File: config.mk
export PLATFORM = sky130hd
export DESIGN_NAME = reset_powerdown_strap_latch
export DESIGN_NICKNAME = d
export VERILOG_FILES = /design/src/design/rst_pd_strap_pkg.sv /design/src/design/reset_powerdown_strap_latch.sv
export SDC_FILE = /design/constraint.sdc
export NUM_CORES = 1
export LEC_CHECK = 0
export ABC_AREA = 1
export BUFFER_PORTS_ARGS = -buffer_cell sky130_fd_sc_hd__buf_2
export CORE_MARGIN = 3
export CORE_UTILIZATION = 58
export CTS_CLUSTER_SIZE = 12
export DETAILED_ROUTE_END_ITERATION = 7
export PLACE_DENSITY = 0.9
export SETUP_SLACK_MARGIN = 0.05
export SKIP_LAST_GASP = 1
export SYNTH_ARGS = -nofsm -noshare
export SYNTH_HDL_FRONTEND = slang
export SYNTH_SLANG_ARGS = --single-unit
File: constraint.sdc
create_clock -name core_clk -period 4 [get_ports core_clk]
set_clock_uncertainty 0.15 [all_clocks]
set_input_delay 0.6 -clock core_clk [delete_from_list [all_inputs] [get_ports core_clk]]
set_output_delay 0.6 -clock core_clk [all_outputs]
set_load 0.02 [all_outputs]
File: src/design/rst_pd_strap_pkg.sv
// Behaviour
// - test reset low asynchronously clears test logic
// - reset held 1 us starts full reset
// - hardware reset restores all register defaults
// - hardware reset re-acquires every strap option
// - dual pin defaults to power-down input
// - low level on pin requests power-down
// - interrupt mode drives pin open-drain low
// - interrupt function needs software configuration
// - straps sampled while reset is applied
// - five address straps latched into port control
// - every address 0 to 31 accepted
// - strapped address zero selects isolate mode
// - software address zero never selects isolate
// - unstrapped default address is one
package rst_pd_strap_pkg;
  localparam int ADDR_W = 5;
  localparam int CLK_NS = 25;
  localparam int RST_MIN_NS = 1000;
  localparam int RST_MIN_CYC = (RST_MIN_NS + CLK_NS - 1) / CLK_NS;
  localparam int RST_CNT_W = 6;
  localparam logic [ADDR_W-1:0] ADDR_DEFAULT = 5'h01;
  localparam logic [ADDR_W-1:0] ADDR_ISOLATE = 5'h00;
  localparam int HANDBACK_CYC = 2;

  typedef struct packed {
    logic [ADDR_W-1:0] addr;
    logic isolate;
    logic irq_mode;
  } port_ctrl_s;

  localparam port_ctrl_s PORT_CTRL_RST = '{addr: ADDR_DEFAULT, isolate: 1'b0, irq_mode: 1'b0};

  typedef enum logic [2:0] {
    ST_RESET = 3'b001,
    ST_SETTLE = 3'b010,
    ST_RUN = 3'b100
  } seq_e;
endpackage : rst_pd_strap_pkg

File: src/design/reset_powerdown_strap_latch.sv
`timescale 1ns/1ps
module reset_powerdown_strap_latch (
  input wire logic core_clk,
  input wire logic rst,
  input wire logic reset_pin_n,
  input wire logic test_rst_n,
  input wire logic [rst_pd_strap_pkg::ADDR_W-1:0] station_addr_strap,
  input wire logic powerdown_or_irq_pin_i,
  output logic powerdown_or_irq_pin_o,
  output logic powerdown_or_irq_pin_oe,
  input wire logic cfg_wr,
  input wire logic cfg_irq_mode,
  input wire logic [rst_pd_strap_pkg::ADDR_W-1:0] cfg_addr,
  input wire logic cfg_addr_wr,
  input wire logic irq_cond,
  output rst_pd_strap_pkg::port_ctrl_s port_control_register,
  output logic core_reset,
  output logic test_logic_reset,
  output logic power_down,
  output logic strap_oe_allow
);
  import rst_pd_strap_pkg::*;

  logic [2:0] rp_sync_r, rp_sync_nxt;
  logic [2:0] pd_sync_r, pd_sync_nxt;
  logic [ADDR_W-1:0] strap_s1_r, strap_s1_nxt;
  logic [ADDR_W-1:0] strap_s2_r, strap_s2_nxt;
  logic [ADDR_W-1:0] strap_s3_r, strap_s3_nxt;
  logic [ADDR_W-1:0] strap_q_r, strap_q_nxt;
  logic [RST_CNT_W-1:0] low_cnt_r, low_cnt_nxt;
  logic [1:0] settle_r, settle_nxt;
  seq_e state_r, state_nxt;
  port_ctrl_s pc_r, pc_nxt;
  logic rp_low_r, rp_low_nxt;
  logic pd_low_r, pd_low_nxt;
  logic core_reset_r, core_reset_nxt;
  logic pd_r, pd_nxt;
  logic tr1_r, tr1_nxt;
  logic tr2_r, tr2_nxt;
  logic long_low;

  // filtered level: follows the pin once stages two and three agree
  function automatic logic agree_level(input logic [2:0] sync, input logic held);
    logic level;
    level = held;
    if (sync[1] == sync[2]) begin
      level = sync[2];
    end
    return level;
  endfunction : agree_level

  // saturating low-time count, cleared while the pin is high
  function automatic logic [RST_CNT_W-1:0] sat_step(input logic [RST_CNT_W-1:0] cnt,
      input logic run);
    logic [RST_CNT_W-1:0] res;
    res = '0;
    if (run) begin
      res = cnt;
      if (cnt < RST_CNT_W'(RST_MIN_CYC)) begin
        res = cnt + 1'b1;
      end
    end
    return res;
  endfunction : sat_step

  // only a strapped zero address isolates
  function automatic logic strap_isolates(input logic [ADDR_W-1:0] addr);
    return addr == ADDR_ISOLATE;
  endfunction : strap_isolates

  // test reset: asynchronous assert, synchronous release
  always_comb begin
    tr1_nxt = 1'b0;
    tr2_nxt = tr1_r;
  end

  always_ff @(posedge core_clk or negedge test_rst_n) begin
    if (!test_rst_n) begin
      tr1_r <= 1'b1;
      tr2_r <= 1'b1;
    end else begin
      tr1_r <= tr1_nxt;
      tr2_r <= tr2_nxt;
    end
  end

  assign test_logic_reset = tr2_r;

  // reset pin synchroniser, starts as if the pin were low
  always_comb begin
    rp_sync_nxt = {rp_sync_r[1:0], reset_pin_n};
  end

  always_ff @(posedge core_clk or posedge rst) begin
    if (rst) begin
      rp_sync_r <= 3'b000;
    end else begin
      rp_sync_r <= rp_sync_nxt;
    end
  end

  // power-down pin synchroniser
  always_comb begin
    pd_sync_nxt = {pd_sync_r[1:0], powerdown_or_irq_pin_i};
  end

  always_ff @(posedge core_clk or posedge rst) begin
    if (rst) begin
      pd_sync_r <= 3'b111;
    end else begin
      pd_sync_r <= pd_sync_nxt;
    end
  end

  // strap pin synchroniser
  always_comb begin
    strap_s1_nxt = station_addr_strap;
    strap_s2_nxt = strap_s1_r;
    strap_s3_nxt = strap_s2_r;
  end

  always_ff @(posedge core_clk or posedge rst) begin
    if (rst) begin
      strap_s1_r <= ADDR_DEFAULT;
      strap_s2_r <= ADDR_DEFAULT;
      strap_s3_r <= ADDR_DEFAULT;
    end else begin
      strap_s1_r <= strap_s1_nxt;
      strap_s2_r <= strap_s2_nxt;
      strap_s3_r <= strap_s3_nxt;
    end
  end

  // filtered reset pin level
  always_comb begin
    rp_low_nxt = ~agree_level(rp_sync_r, ~rp_low_r);
  end

  always_ff @(posedge core_clk or posedge rst) begin
    if (rst) begin
      rp_low_r <= 1'b1;
    end else begin
      rp_low_r <= rp_low_nxt;
    end
  end

  // filtered power-down pin level
  always_comb begin
    pd_low_nxt = ~agree_level(pd_sync_r, ~pd_low_r);
  end

  always_ff @(posedge core_clk or posedge rst) begin
    if (rst) begin
      pd_low_r <= 1'b0;
    end else begin
      pd_low_r <= pd_low_nxt;
    end
  end

  // filtered strap levels, sampled all through reset
  always_comb begin
    strap_q_nxt = strap_q_r;
    for (int i = 0; i < ADDR_W; i++) begin
      strap_q_nxt[i] = agree_level({strap_s3_r[i], strap_s2_r[i], strap_s1_r[i]}, strap_q_r[i]);
    end
  end

  always_ff @(posedge core_clk or posedge rst) begin
    if (rst) begin
      strap_q_r <= ADDR_DEFAULT;
    end else begin
      strap_q_r <= strap_q_nxt;
    end
  end

  // reset pin low-time counter
  always_comb begin
    low_cnt_nxt = sat_step(low_cnt_r, rp_low_r);
  end

  always_ff @(posedge core_clk or posedge rst) begin
    if (rst) begin
      low_cnt_r <= '0;
    end else begin
      low_cnt_r <= low_cnt_nxt;
    end
  end

  assign long_low = rp_low_r && (low_cnt_r >= RST_CNT_W'(RST_MIN_CYC));

  // reset sequencer
  always_comb begin
    state_nxt = state_r;
    settle_nxt = settle_r;
    case (state_r)
      ST_RESET: begin
        if (!rp_low_r) begin
          settle_nxt = 2'(HANDBACK_CYC);
          state_nxt = ST_SETTLE;
        end
      end
      ST_SETTLE: begin
        if (settle_r != 2'h0) begin
          settle_nxt = settle_r - 1'b1;
        end else begin
          state_nxt = ST_RUN;
        end
      end
      ST_RUN: begin
        state_nxt = ST_RUN;
      end
      default: begin
        state_nxt = ST_RESET;
      end
    endcase
    if (long_low) begin
      state_nxt = ST_RESET;
    end
  end

  always_ff @(posedge core_clk or posedge rst) begin
    if (rst) begin
      state_r <= ST_RESET;
      settle_r <= 2'h0;
    end else begin
      state_r <= state_nxt;
      settle_r <= settle_nxt;
    end
  end

  // core reset output
  always_comb begin
    core_reset_nxt = core_reset_r;
    case (state_r)
      ST_RESET: begin
        core_reset_nxt = 1'b1;
      end
      ST_SETTLE: begin
        core_reset_nxt = 1'b0;
      end
      ST_RUN: begin
        core_reset_nxt = core_reset_r;
      end
      default: begin
        core_reset_nxt = 1'b1;
      end
    endcase
    if (long_low) begin
      core_reset_nxt = 1'b1;
    end
  end

  always_ff @(posedge core_clk or posedge rst) begin
    if (rst) begin
      core_reset_r <= 1'b1;
    end else begin
      core_reset_r <= core_reset_nxt;
    end
  end

  // port control register
  always_comb begin
    pc_nxt = pc_r;
    case (state_r)
      ST_RESET: begin
        pc_nxt = PORT_CTRL_RST;
        if (!rp_low_r) begin
          pc_nxt.addr = strap_q_r;
          pc_nxt.isolate = strap_isolates(strap_q_r);
        end
      end
      ST_SETTLE: begin
        pc_nxt = pc_r;
      end
      ST_RUN: begin
        if (cfg_wr) begin
          pc_nxt.irq_mode = cfg_irq_mode;
        end
        if (cfg_addr_wr) begin
          pc_nxt.addr = cfg_addr;
        end
      end
      default: begin
        pc_nxt = PORT_CTRL_RST;
      end
    endcase
  end

  always_ff @(posedge core_clk or posedge rst) begin
    if (rst) begin
      pc_r <= PORT_CTRL_RST;
    end else begin
      pc_r <= pc_nxt;
    end
  end

  // power-down request, only while the pin is an input
  always_comb begin
    pd_nxt = 1'b0;
    if ((state_r == ST_RUN) && !long_low) begin
      pd_nxt = !pc_r.irq_mode && pd_low_r;
    end
  end

  always_ff @(posedge core_clk or posedge rst) begin
    if (rst) begin
      pd_r <= 1'b0;
    end else begin
      pd_r <= pd_nxt;
    end
  end

  assign port_control_register = pc_r;
  assign core_reset = core_reset_r;
  assign power_down = pd_r;
  assign strap_oe_allow = (state_r == ST_RUN);
  assign powerdown_or_irq_pin_o = 1'b0;
  assign powerdown_or_irq_pin_oe = (state_r == ST_RUN) && pc_r.irq_mode && irq_cond;
endmodule : reset_powerdown_strap_latch

==> impl_metrics.toml, run 1 <==
[pwr]
power_density_nw_per_um2 = 559.8
power_leakage_nw = 1.119
total_power_mw = 1.236
vdd_drop_max_v = 0.0003480

[synth]
synthMuxAreaShare_pct = 0
synth-simple-area-share_pct = 21.57
synth_compound_area_share_pct = 4.159
yosysWarnings = 0
seq_area_frac_synth_pct = 65.82
synth_xor_area_share_pct = 0
ys_seq_elements = 50
synthAdderAreaFrac_pct = 4.548
postSynthCellCount = 180
yosys.cell_types.count = 26
avgSynthCellArea_um2 = 10.70
syn_area_um2 = 1926
synth_top_family_by_area = "simple AND/OR/NAND/NOR gates"

[route]
drt_iter0_markers = 77
routedWlPerCell_um = 11.62
avgViaCountPerCell = 4.962
drt_wl_total_um = 3045
postRouteAntennaNets = 0
vias = 1300
first_pass_iters = 4
drc = 0

[setup_path]
end_kind = "output port"
path_max_fanout = 8
critPathKind = "flop to output port"
r2r-start = "state_r[0]$_DFFE_PP1P_"
slowest_delay_ps = 460
slowest_stage = "dfrtp_1"
r2r_slack_ps = 2580
worst-r2r-cell-count = 6
reg2reg_to = "port_control_register[6]$_DFFE_PP0P_"
start_kind = "flop"
critPathTopFamily = "flip-flops"
worstPathArrival_ps = 1400
cp.required_ps = 3250
path_cells = "nor2_2 -> nand2_2 -> inv_2 -> buf_2"
crit_start = "state_r[1]$_DFFE_PP0P_"
crit_buf_inv = 2

[clock_network]
cts_sinks = 50
cts-hold-fix-buffers = 1
tritoncts = "built"
post_cts_buffers = 0
cts_root_buffer = "clkbuf_4"
numCtsBuffers = 5
cts.clk_slew.worst_paths_ps = 130
cts_buffer_depth = 2
clock_latency_ps = 350
h-tree-depth = 2
cts_resized = 0

[final_layout]
final_layout_size_suffix_gt1_share_pct = 30.73
multiInputGateArea_um2 = 590.6
register_area_um2 = 1267
antenna_cells = 0
final_common_cell = "nand2_1"
fillers = 249
nets = 239
finalInstanceArea_um2 = 2207
area_growth_pct = 14.62
mostFrequentLayoutCells = "nand2_1 (48), dfrtp_1 (37), buf_2 (30)"

[sta]
finalCritPeriodShare_pct = 53.74
drv_slew = 0
final_hold_viol_count = 0
fmax_mhz = 465.2
setup_tns_ps = 0
rsz0062_at_grt = "no"
period_needed_ps = 2150
slew_headroom_pct = 38.66
setup_viol = 0
tightest_slew_ps = 918.7
fin_ws_ps = 1850

[grt]
grt_pass1_vias = 1317
grt_usage_pct = 17.97
grt_pass1_wl_um = 5685
grt_max_degree = 49
gr-total-overflow = 0
antenna_found_initial = 0

[run]
maxCapViolCount = 0

[min_path]
holdCritPathClass = "input pin to flop"
min_from = "powerdown_or_irq_pin_i"
min_delay_path_depth = 1
min_to = "pd_sync_r[0]$_DFF_PP1_"

[die]
die_w_um = 63.62
die-area_um2 = 4048
initial_core_util_pct = 62.06
coreArea_um2 = 3103
io_pins = 32
die_y_um = 63.62
num_rows = 20

[placement]
pre_cts_slack_ps = 2240
place_hpwl_um = 2231
port_buffers = 30
place.gp.congestion = 0.8117
postPlaceCellArea_um2 = 2122

[run_status]
status = "finished clean"
[worst reg2reg max path: cells and delay by family (launching register included)]
family / cells / cell delay [ps]
simple gates: 5 / 610
buf+inv: 1 / 60
flops: 1 / 580
[per-layer routing]
metal  part of all wire (%)  GRT usage, %  vias to the layer above
li1                       -             -                      658
met5                      0             0                        -
met1                     47         22.93                      616
met4                    1.1         4.852                        0
met2                     48         28.55                       21
met3                    4.3         7.130                        5
[area by class of cell]
type                    count  area share [%]
repair buffers             31           7.256
multi-input cells         114           26.76
clock buffers               7           2.041
flip-flops and latches     50           57.43
inverters                  15           2.664
well taps                  44           2.494
clock inverters             1           1.361
[power by group]
part | switching (mW) | internal [mW] | total [mW]
logic | 0.203 | 0.108 | 0.311
clock network | 0.140 | 0.133 | 0.272
registers | 0.0575 | 0.594 | 0.652
total | 0.400 | 0.835 | 1.24
[flip-flops by register name, indices dropped and copies added, names as in the netlist, named ones only]
| signal | count |
|---|---|
| strap_s1_r | 5 |
| strap_q_r | 5 |
| low_cnt_r | 6 |
| port_control_register | 7 |
| state_r | 3 |
| power_down | 1 |
| rp_sync_r | 3 |
| settle_r | 2 |
| pd_sync_r | 3 |
| tr1_r | 1 |
| test_logic_reset | 1 |
| strap_s2_r | 5 |
| strap_s3_r | 5 |
| core_reset | 1 |
[through the flow]
| stage | cells | hold slack (ps) | util (%) |
|---|---|---|---|
| floorplan | 181 | 181.2 | - |
| global placement | 253 | 181.5 | 68.39 |
| detailed placement | 253 | 184.7 | 68.39 |
| CTS | 262 | 159.8 | 71.13 |
| global route | 262 | 138.1 | 71.13 |
| finish | 262 | 187.3 | 71.13 |
[kinds of logic after synthesis]
kind of cell	Yosys count
simple gates	91
flops	50
buf+inv	17
compound gates	13
fa+ha+maj	8
other cells	1
[worst max path at each step]
stage	slack (ps)	cells after the start	to
5_1_grt	1740	4	strap_oe_allow
3_3_place_gp	2210	4	powerdown_or_irq_pin_oe
2_1_floorplan	2120	1	asynchronous set/reset pin
3_5_place_dp	2240	4	powerdown_or_irq_pin_oe
6_report	1850	4	strap_oe_allow
4_1_cts	1840	4	strap_oe_allow
[cells in the mapped netlist]
cell | n | area [um2]
inv_4 | 1 | 6.260
nand2_4 | 2 | 22.52
o21ai_2 | 1 | 8.760
nand4_1 | 6 | 37.54
dfstp_2 | 13 | 341.6
nand2_2 | 3 | 18.77
inv_1 | 8 | 30.03
a21oi_1 | 2 | 10.01
nand3_2 | 1 | 10.01
o211ai_2 | 1 | 12.51
buf_2 | 1 | 5.000
ha_1 | 3 | 37.54
nor3_2 | 1 | 10.01
o21ai_0 | 5 | 25.02
nand3_1 | 17 | 85.08
nand2_1 | 48 | 180.2
conb_1 | 1 | 3.750
a31oi_1 | 1 | 6.260
nor2_2 | 1 | 6.260
buf_4 | 1 | 7.510
dfrtp_1 | 37 | 925.9
maj3_1 | 5 | 50.05
o211ai_1 | 1 | 7.510
nor2_1 | 12 | 45.04
o21ai_1 | 2 | 10.01
inv_2 | 6 | 22.52
Power figures use the tool's default switching activity.
==> inputs of run 2 (changes only) <==
Settings changed: CORE_UTILIZATION 58 to 49, PLACE_DENSITY 0.9 to 0.82.
Clock period 4 ns to 1.9 ns, I/O delays scaled along.
==> run 2 against run 1 <==
Effect of this change:
- global-route usage shrank 2.4 points
- critical path depth is the same
- via count grew 3.2%
- worst hold slack lost 84 ps
- final cell count grew 5.0%
- sequential share of layout area shrank 3.0 points
- largest cell class unchanged
- critical path type unchanged
- flip-flop and latch count is the same
- largest power group unchanged
- clock-buffer cell count shrank 1
- sequential power grew 110%
- core utilization shrank 8.5 points
- first-iteration DRC count shrank 23%
==> impl_metrics.toml, run 2 (synthesized netlist as in run 1, its figures left out) <==
[route]
first_pass_iters = 5
drt_wl_total_um = 3198
postRouteAntennaNets = 0
avgViaCountPerCell = 4.876
vias = 1341
routedWlPerCell_um = 11.63
drt_iter0_markers = 59
drc = 0

[die]
die_w_um = 68.69
die-area_um2 = 4718
coreArea_um2 = 3716
initial_core_util_pct = 51.82
num_rows = 22
die_y_um = 68.69
io_pins = 32

[pwr]
total_power_mw = 2.665
vdd_drop_max_v = 0.0007035
power_leakage_nw = 1.168
power_density_nw_per_um2 = 1145

[setup_path]
critPathKind = "flop to output port"
critPathTopFamily = "flip-flops"
start_kind = "flop"
cp.depth = 4
end_kind = "output port"
reg2reg_to = "port_control_register[6]$_DFFE_PP0P_"
path_cells = "nor2_2 -> nand2_2 -> inv_2 -> buf_2"
r2r-start = "state_r[0]$_DFFE_PP1P_"
slowest_delay_ps = 450
r2r_slack_ps = 510
crit_buf_inv = 2
worstPathArrival_ps = 1340
worst-r2r-cell-count = 6
path_max_fanout = 8
cp.required_ps = 1460
slowest_stage = "dfrtp_1"

[clock_network]
numCtsBuffers = 5
clock_latency_ps = 300
cts_buffer_depth = 2
h-tree-depth = 2
tritoncts = "built"
cts.clk_slew.worst_paths_ps = 90
cts_root_buffer = "clkbuf_8"
cts_sinks = 50

[min_path]
min_from = "cfg_irq_mode"
min_to = "port_control_register[0]$_DFFE_PP0P_"
min_delay_path_depth = 3
holdCritPathClass = "input pin to flop"

[sta]
setup_viol = 0
setup_tns_ps = 0
drv_slew = 0
period_needed_ps = 1775
finalCritPeriodShare_pct = 93.42
fmax_mhz = 563.4
final_hold_viol_count = 0
rsz0062_at_grt = "no"

[final_layout]
layoutNonFillerInstCount = 275
final_common_cell = "nand2_1"
mostFrequentLayoutCells = "nand2_1 (48), dfrtp_1 (37), buf_2 (30)"
fillers = 311
nets = 248
final_layout_size_suffix_gt1_share_pct = 30.40
antenna_cells = 0
area_growth_pct = 20.86
largest_reg_flops = 7

[run_status]
status = "finished clean"

[grt]
antenna_found_initial = 0
gr-total-overflow = 0
grt_pass1_wl_um = 5257
grt_max_degree = 29
grt_pass1_vias = 1195
grt_usage_pct = 15.55

[placement]
dp.cells = 258
port_buffers = 30
place_hpwl_um = 2282
place.gp.congestion = 0.8109

[run]
maxCapViolCount = 0
-- run 2: changes by cell type in the layout (fill, tap and decap cells not counted) --
| cell | delta |
|---|---|
| bufinv_16 | -1 |
| clkbuf_4 | -5 |
| inv_6 | +1 |
| clkbuf_1 | -1 |
| buf_12 | +1 |
| dlygate4sd3_1 | +8 |
| clkbuf_8 | +5 |
| clkinv_4 | +1 |
-- run 2: worst min-delay path, stage by stage --
cell,delay (ps)
buf_2,110
nand2_1,60
o21ai_1,60
-- run 2: power by group --
part,switching (mW),internal [mW]
combinational,0.438,0.244
clock,0.344,0.267
sequential,0.121,1.25
total,0.902,1.76
-- run 2: area by class of cell --
type	count	area [um2]	share of cell area, %
sequential	50	1267	54.46
clock buffer	6	72.57	3.118
timing repair buffer	40	260.3	11.18
clock inverter	2	17.52	0.7527
multi-input combinational	114	590.6	25.38
inverter	15	58.81	2.527
tap	48	60.06	2.581
-- run 2: routing by layer --
layer / GRT usage, % / part of all wire, % / wire [um] / vias to the layer above
met5: 0 / 0 / 0 / -
met4: 5.839 / 1.5 / 47 / 0
met3: 5.024 / 4.5 / 144 / 7
met2: 24.20 / 47 / 1513 / 29
met1: 20.39 / 47 / 1493 / 628
li1: - / - / - / 677
-- run 2: worst max path at each step --
stage	start	endpoint	slack (ps)
2_1_floorplan	rst	asynchronous set/reset pin	340
3_3_place_gp	state_r[1]$_DFFE_PP0P_	strap_oe_allow	510
3_5_place_dp	state_r[1]$_DFFE_PP0P_	strap_oe_allow	460
4_1_cts	state_r[1]$_DFFE_PP0P_	strap_oe_allow	110
5_1_grt	state_r[1]$_DFFE_PP0P_	strap_oe_allow	60
6_report	state_r[1]$_DFFE_PP0P_	strap_oe_allow	130
-- run 2: per-stage QoR --
step,area [um2],setup WS [ps],hold slack (ps),util (%)
6_report,2327,125.0,102.8,62.63
5_1_grt,2327,64.34,119.9,62.63
4_1_cts,2327,111.5,94.47,62.63
3_5_place_dp,2147,459.1,90.79,57.78
3_3_place_gp,2147,507.1,87.46,57.78
2_1_floorplan,1929,338.7,-12.84,-
-- run 2: what timing repair did --
item,in CTS,in global routing
buffers inserted,0,0
hold endpoints to repair,23,0
setup endpoints to repair,0,0
gates resized for setup,0,0
hold buffers,9,0
==> inputs of run 3 (changes only) <==
Settings changed: BUFFER_PORTS_ARGS -buffer_cell sky130_fd_sc_hd__buf_2 to not set, CORE_UTILIZATION 49 to 55, DONT_BUFFER_PORTS set to 1, PLACE_DENSITY 0.82 to 0.81.
Clock period 1.9 ns to 1.6 ns, I/O delays scaled along.
==> run 3 against run 2 <==
Effect of this change:
- critical endpoint is now powerdown_or_irq_pin_oe
- the flow now finishes with violations (setup timing)
- final cell count down 5.8%
- global-route usage increased by 5.6 points
- via count up 8.6%
- largest cell class unchanged
==> impl_metrics.toml, run 3 (synthesized netlist as in run 1, its figures left out) <==
[final_layout]
final_layout_size_suffix_gt1_share_pct = 25.58
antenna_cells = 0
final_common_cell = "nand2_1"
fillers = 222
mostFrequentLayoutCells = "nand2_1 (45), dfrtp_1 (36), nand3_1 (17), dlygate4sd3_1 (17), dfstp_2 (13)"
area_growth_pct = 23.91
largest_reg_flops = 7
nets = 236
layoutNonFillerInstCount = 259

[min_path]
holdCritPathClass = "input pin to asynchronous set/reset pin"

[setup_path]
critPathMostFrequentCell = "nor2_4"
end_kind = "output port"
worstPathArrival_ps = 1310
path_max_fanout = 4
cp.required_ps = 1210
critPathKind = "flop to output port"
path_cells = "nor2_4 -> nand2_4 -> nor2_4 -> buf_6"
slowest_stage = "dfrtp_2"
start_kind = "flop"
slowest_delay_ps = 470

[die]
initial_core_util_pct = 60.12
io_pins = 32
die-area_um2 = 4247
die_w_um = 65.17
die_y_um = 65.17
coreArea_um2 = 3203
num_rows = 20

[route]
drt_wl_total_um = 4117
first_pass_iters = 4
drc = 0
postRouteAntennaNets = 0
avgViaCountPerCell = 5.622
routedWlPerCell_um = 15.90
vias = 1456
drt_iter0_markers = 120

[sta]
fmax_mhz = 587.1
period_needed_ps = 1703
worst_hold_slack_ps = 83.68
setup_tns_ps = -285.5
rsz0062_at_grt = "yes"
fin_ws_ps = -103.3
finalCritPeriodShare_pct = 106.5
setup_viol = 5
drv_slew = 0
final_hold_viol_count = 0

[placement]
dp.cells = 227
port_buffers = 0
place.gp.congestion = 0.8810
place_hpwl_um = 2476
pre_cts_slack_ps = 198.6

[grt]
antenna_found_initial = 0
gr-total-overflow = 0
grt_pass1_vias = 1541
grt_usage_pct = 21.15
grt_pass1_wl_um = 6679
grt_max_degree = 23

[clock_network]
numCtsBuffers = 5
h-tree-depth = 2
tritoncts = "built"
cts_sinks = 50
cts_root_buffer = "clkbuf_4"
cts.clk_slew.worst_paths_ps = 150
clock_latency_ps = 380
cts_buffer_depth = 2

[pwr]
power_density_nw_per_um2 = 1418
clock_power_share_pct = 22.4
combPwrFrac_pct = 26.1
p_switching_mw = 1.213
p_int_mw = 2.171
seqPwrFrac_pct = 51.5
swShare_pct = 35.84
power_leakage_nw = 1.134
vdd_drop_max_v = 0.0008916

[run_status]
violations = "setup timing"
status = "complete, but fails checks"

[run]
maxCapViolCount = 0
[run 3: power groups by stage]
| stage | clock [mW] | combinational (mW) | sequential [mW] |
|---|---|---|---|
| 2_1_floorplan | 0 | 0.528 | 1.70 |
| 3_3_place_gp | 0 | 0.602 | 1.73 |
| 3_5_place_dp | 0 | 0.640 | 1.75 |
| 4_1_cts | 0.776 | 0.753 | 1.72 |
| 5_1_grt | 0.830 | 0.990 | 1.76 |
| 6_report | 0.758 | 0.885 | 1.74 |
[run 3: metrics by stage]
| step | util, % | area (um2) | power (mW) |
|---|---|---|---|
| floorplan | - | 1929 | 2.225 |
| global placement | 62.89 | 2014 | 2.334 |
| detailed placement | 62.89 | 2014 | 2.389 |
| CTS | 72.66 | 2327 | 3.250 |
| global route | 74.49 | 2386 | 3.579 |
| finish | 74.49 | 2386 | 3.384 |
[run 3: per-layer routing]
| metal | part of all wire, % | vias up | global-route usage, % |
|---|---|---|---|
| li1 | - | 655 | - |
| met1 | 37 | 703 | 22.31 |
| met2 | 50 | 70 | 36.03 |
| met3 | 6.1 | 28 | 6.496 |
| met4 | 6.6 | 0 | 14.25 |
| met5 | 0 | - | 0 |
[run 3: what timing repair did]
| action | 4_1_cts | 5_1_grt |
|---|---|---|
| cloned | 0 | 0 |
| hold endpoints to repair | 63 | 0 |
| buffers inserted | 6 | 2 |
| hold buffers | 17 | 0 |
| pin swaps | 0 | 4 |
| setup endpoints to repair | 2 | 12 |
| gates resized for setup | 4 | 11 |
[run 3: final timing paths]
path / to / start / slack [ps] / cells after the start
worst max-delay path: powerdown_or_irq_pin_oe / state_r[1]$_DFFE_PP0P_ / -100 / 4
worst min-delay path: rp_sync_r[0]$_DFF_PP0_ / rst / 80 / 2
worst max register to register: port_control_register[5]$_DFFE_PP0P_ / state_r[0]$_DFFE_PP1P_ / -50 / 7
worst min register to register: strap_s2_r[2]$_DFF_PP0_ / strap_s1_r[2]$_DFF_PP0_ / 220 / 0
max in group asynchronous: strap_q_r[3]$_DFFE_PP0N_ / rst / 750 / 3
min in group core_clk: strap_s2_r[2]$_DFF_PP0_ / strap_s1_r[2]$_DFF_PP0_ / 220 / 0
[run 3: cell type report]
type,count,area [um2],area share [%]
timing repair buffer,28,272.8,11.43
tap,44,55.05,2.307
clock buffer,5,37.54,1.573
multi-input combinational,114,640.6,26.85
inverter,15,63.81,2.674
clock inverter,3,47.55,1.993
sequential,50,1269,53.17
[run 3: critical path: cells and delay by family (launching register included)]
family        cells  cell delay (ps)
buf+inv           1              120
flops             1              470
simple gates      3              350
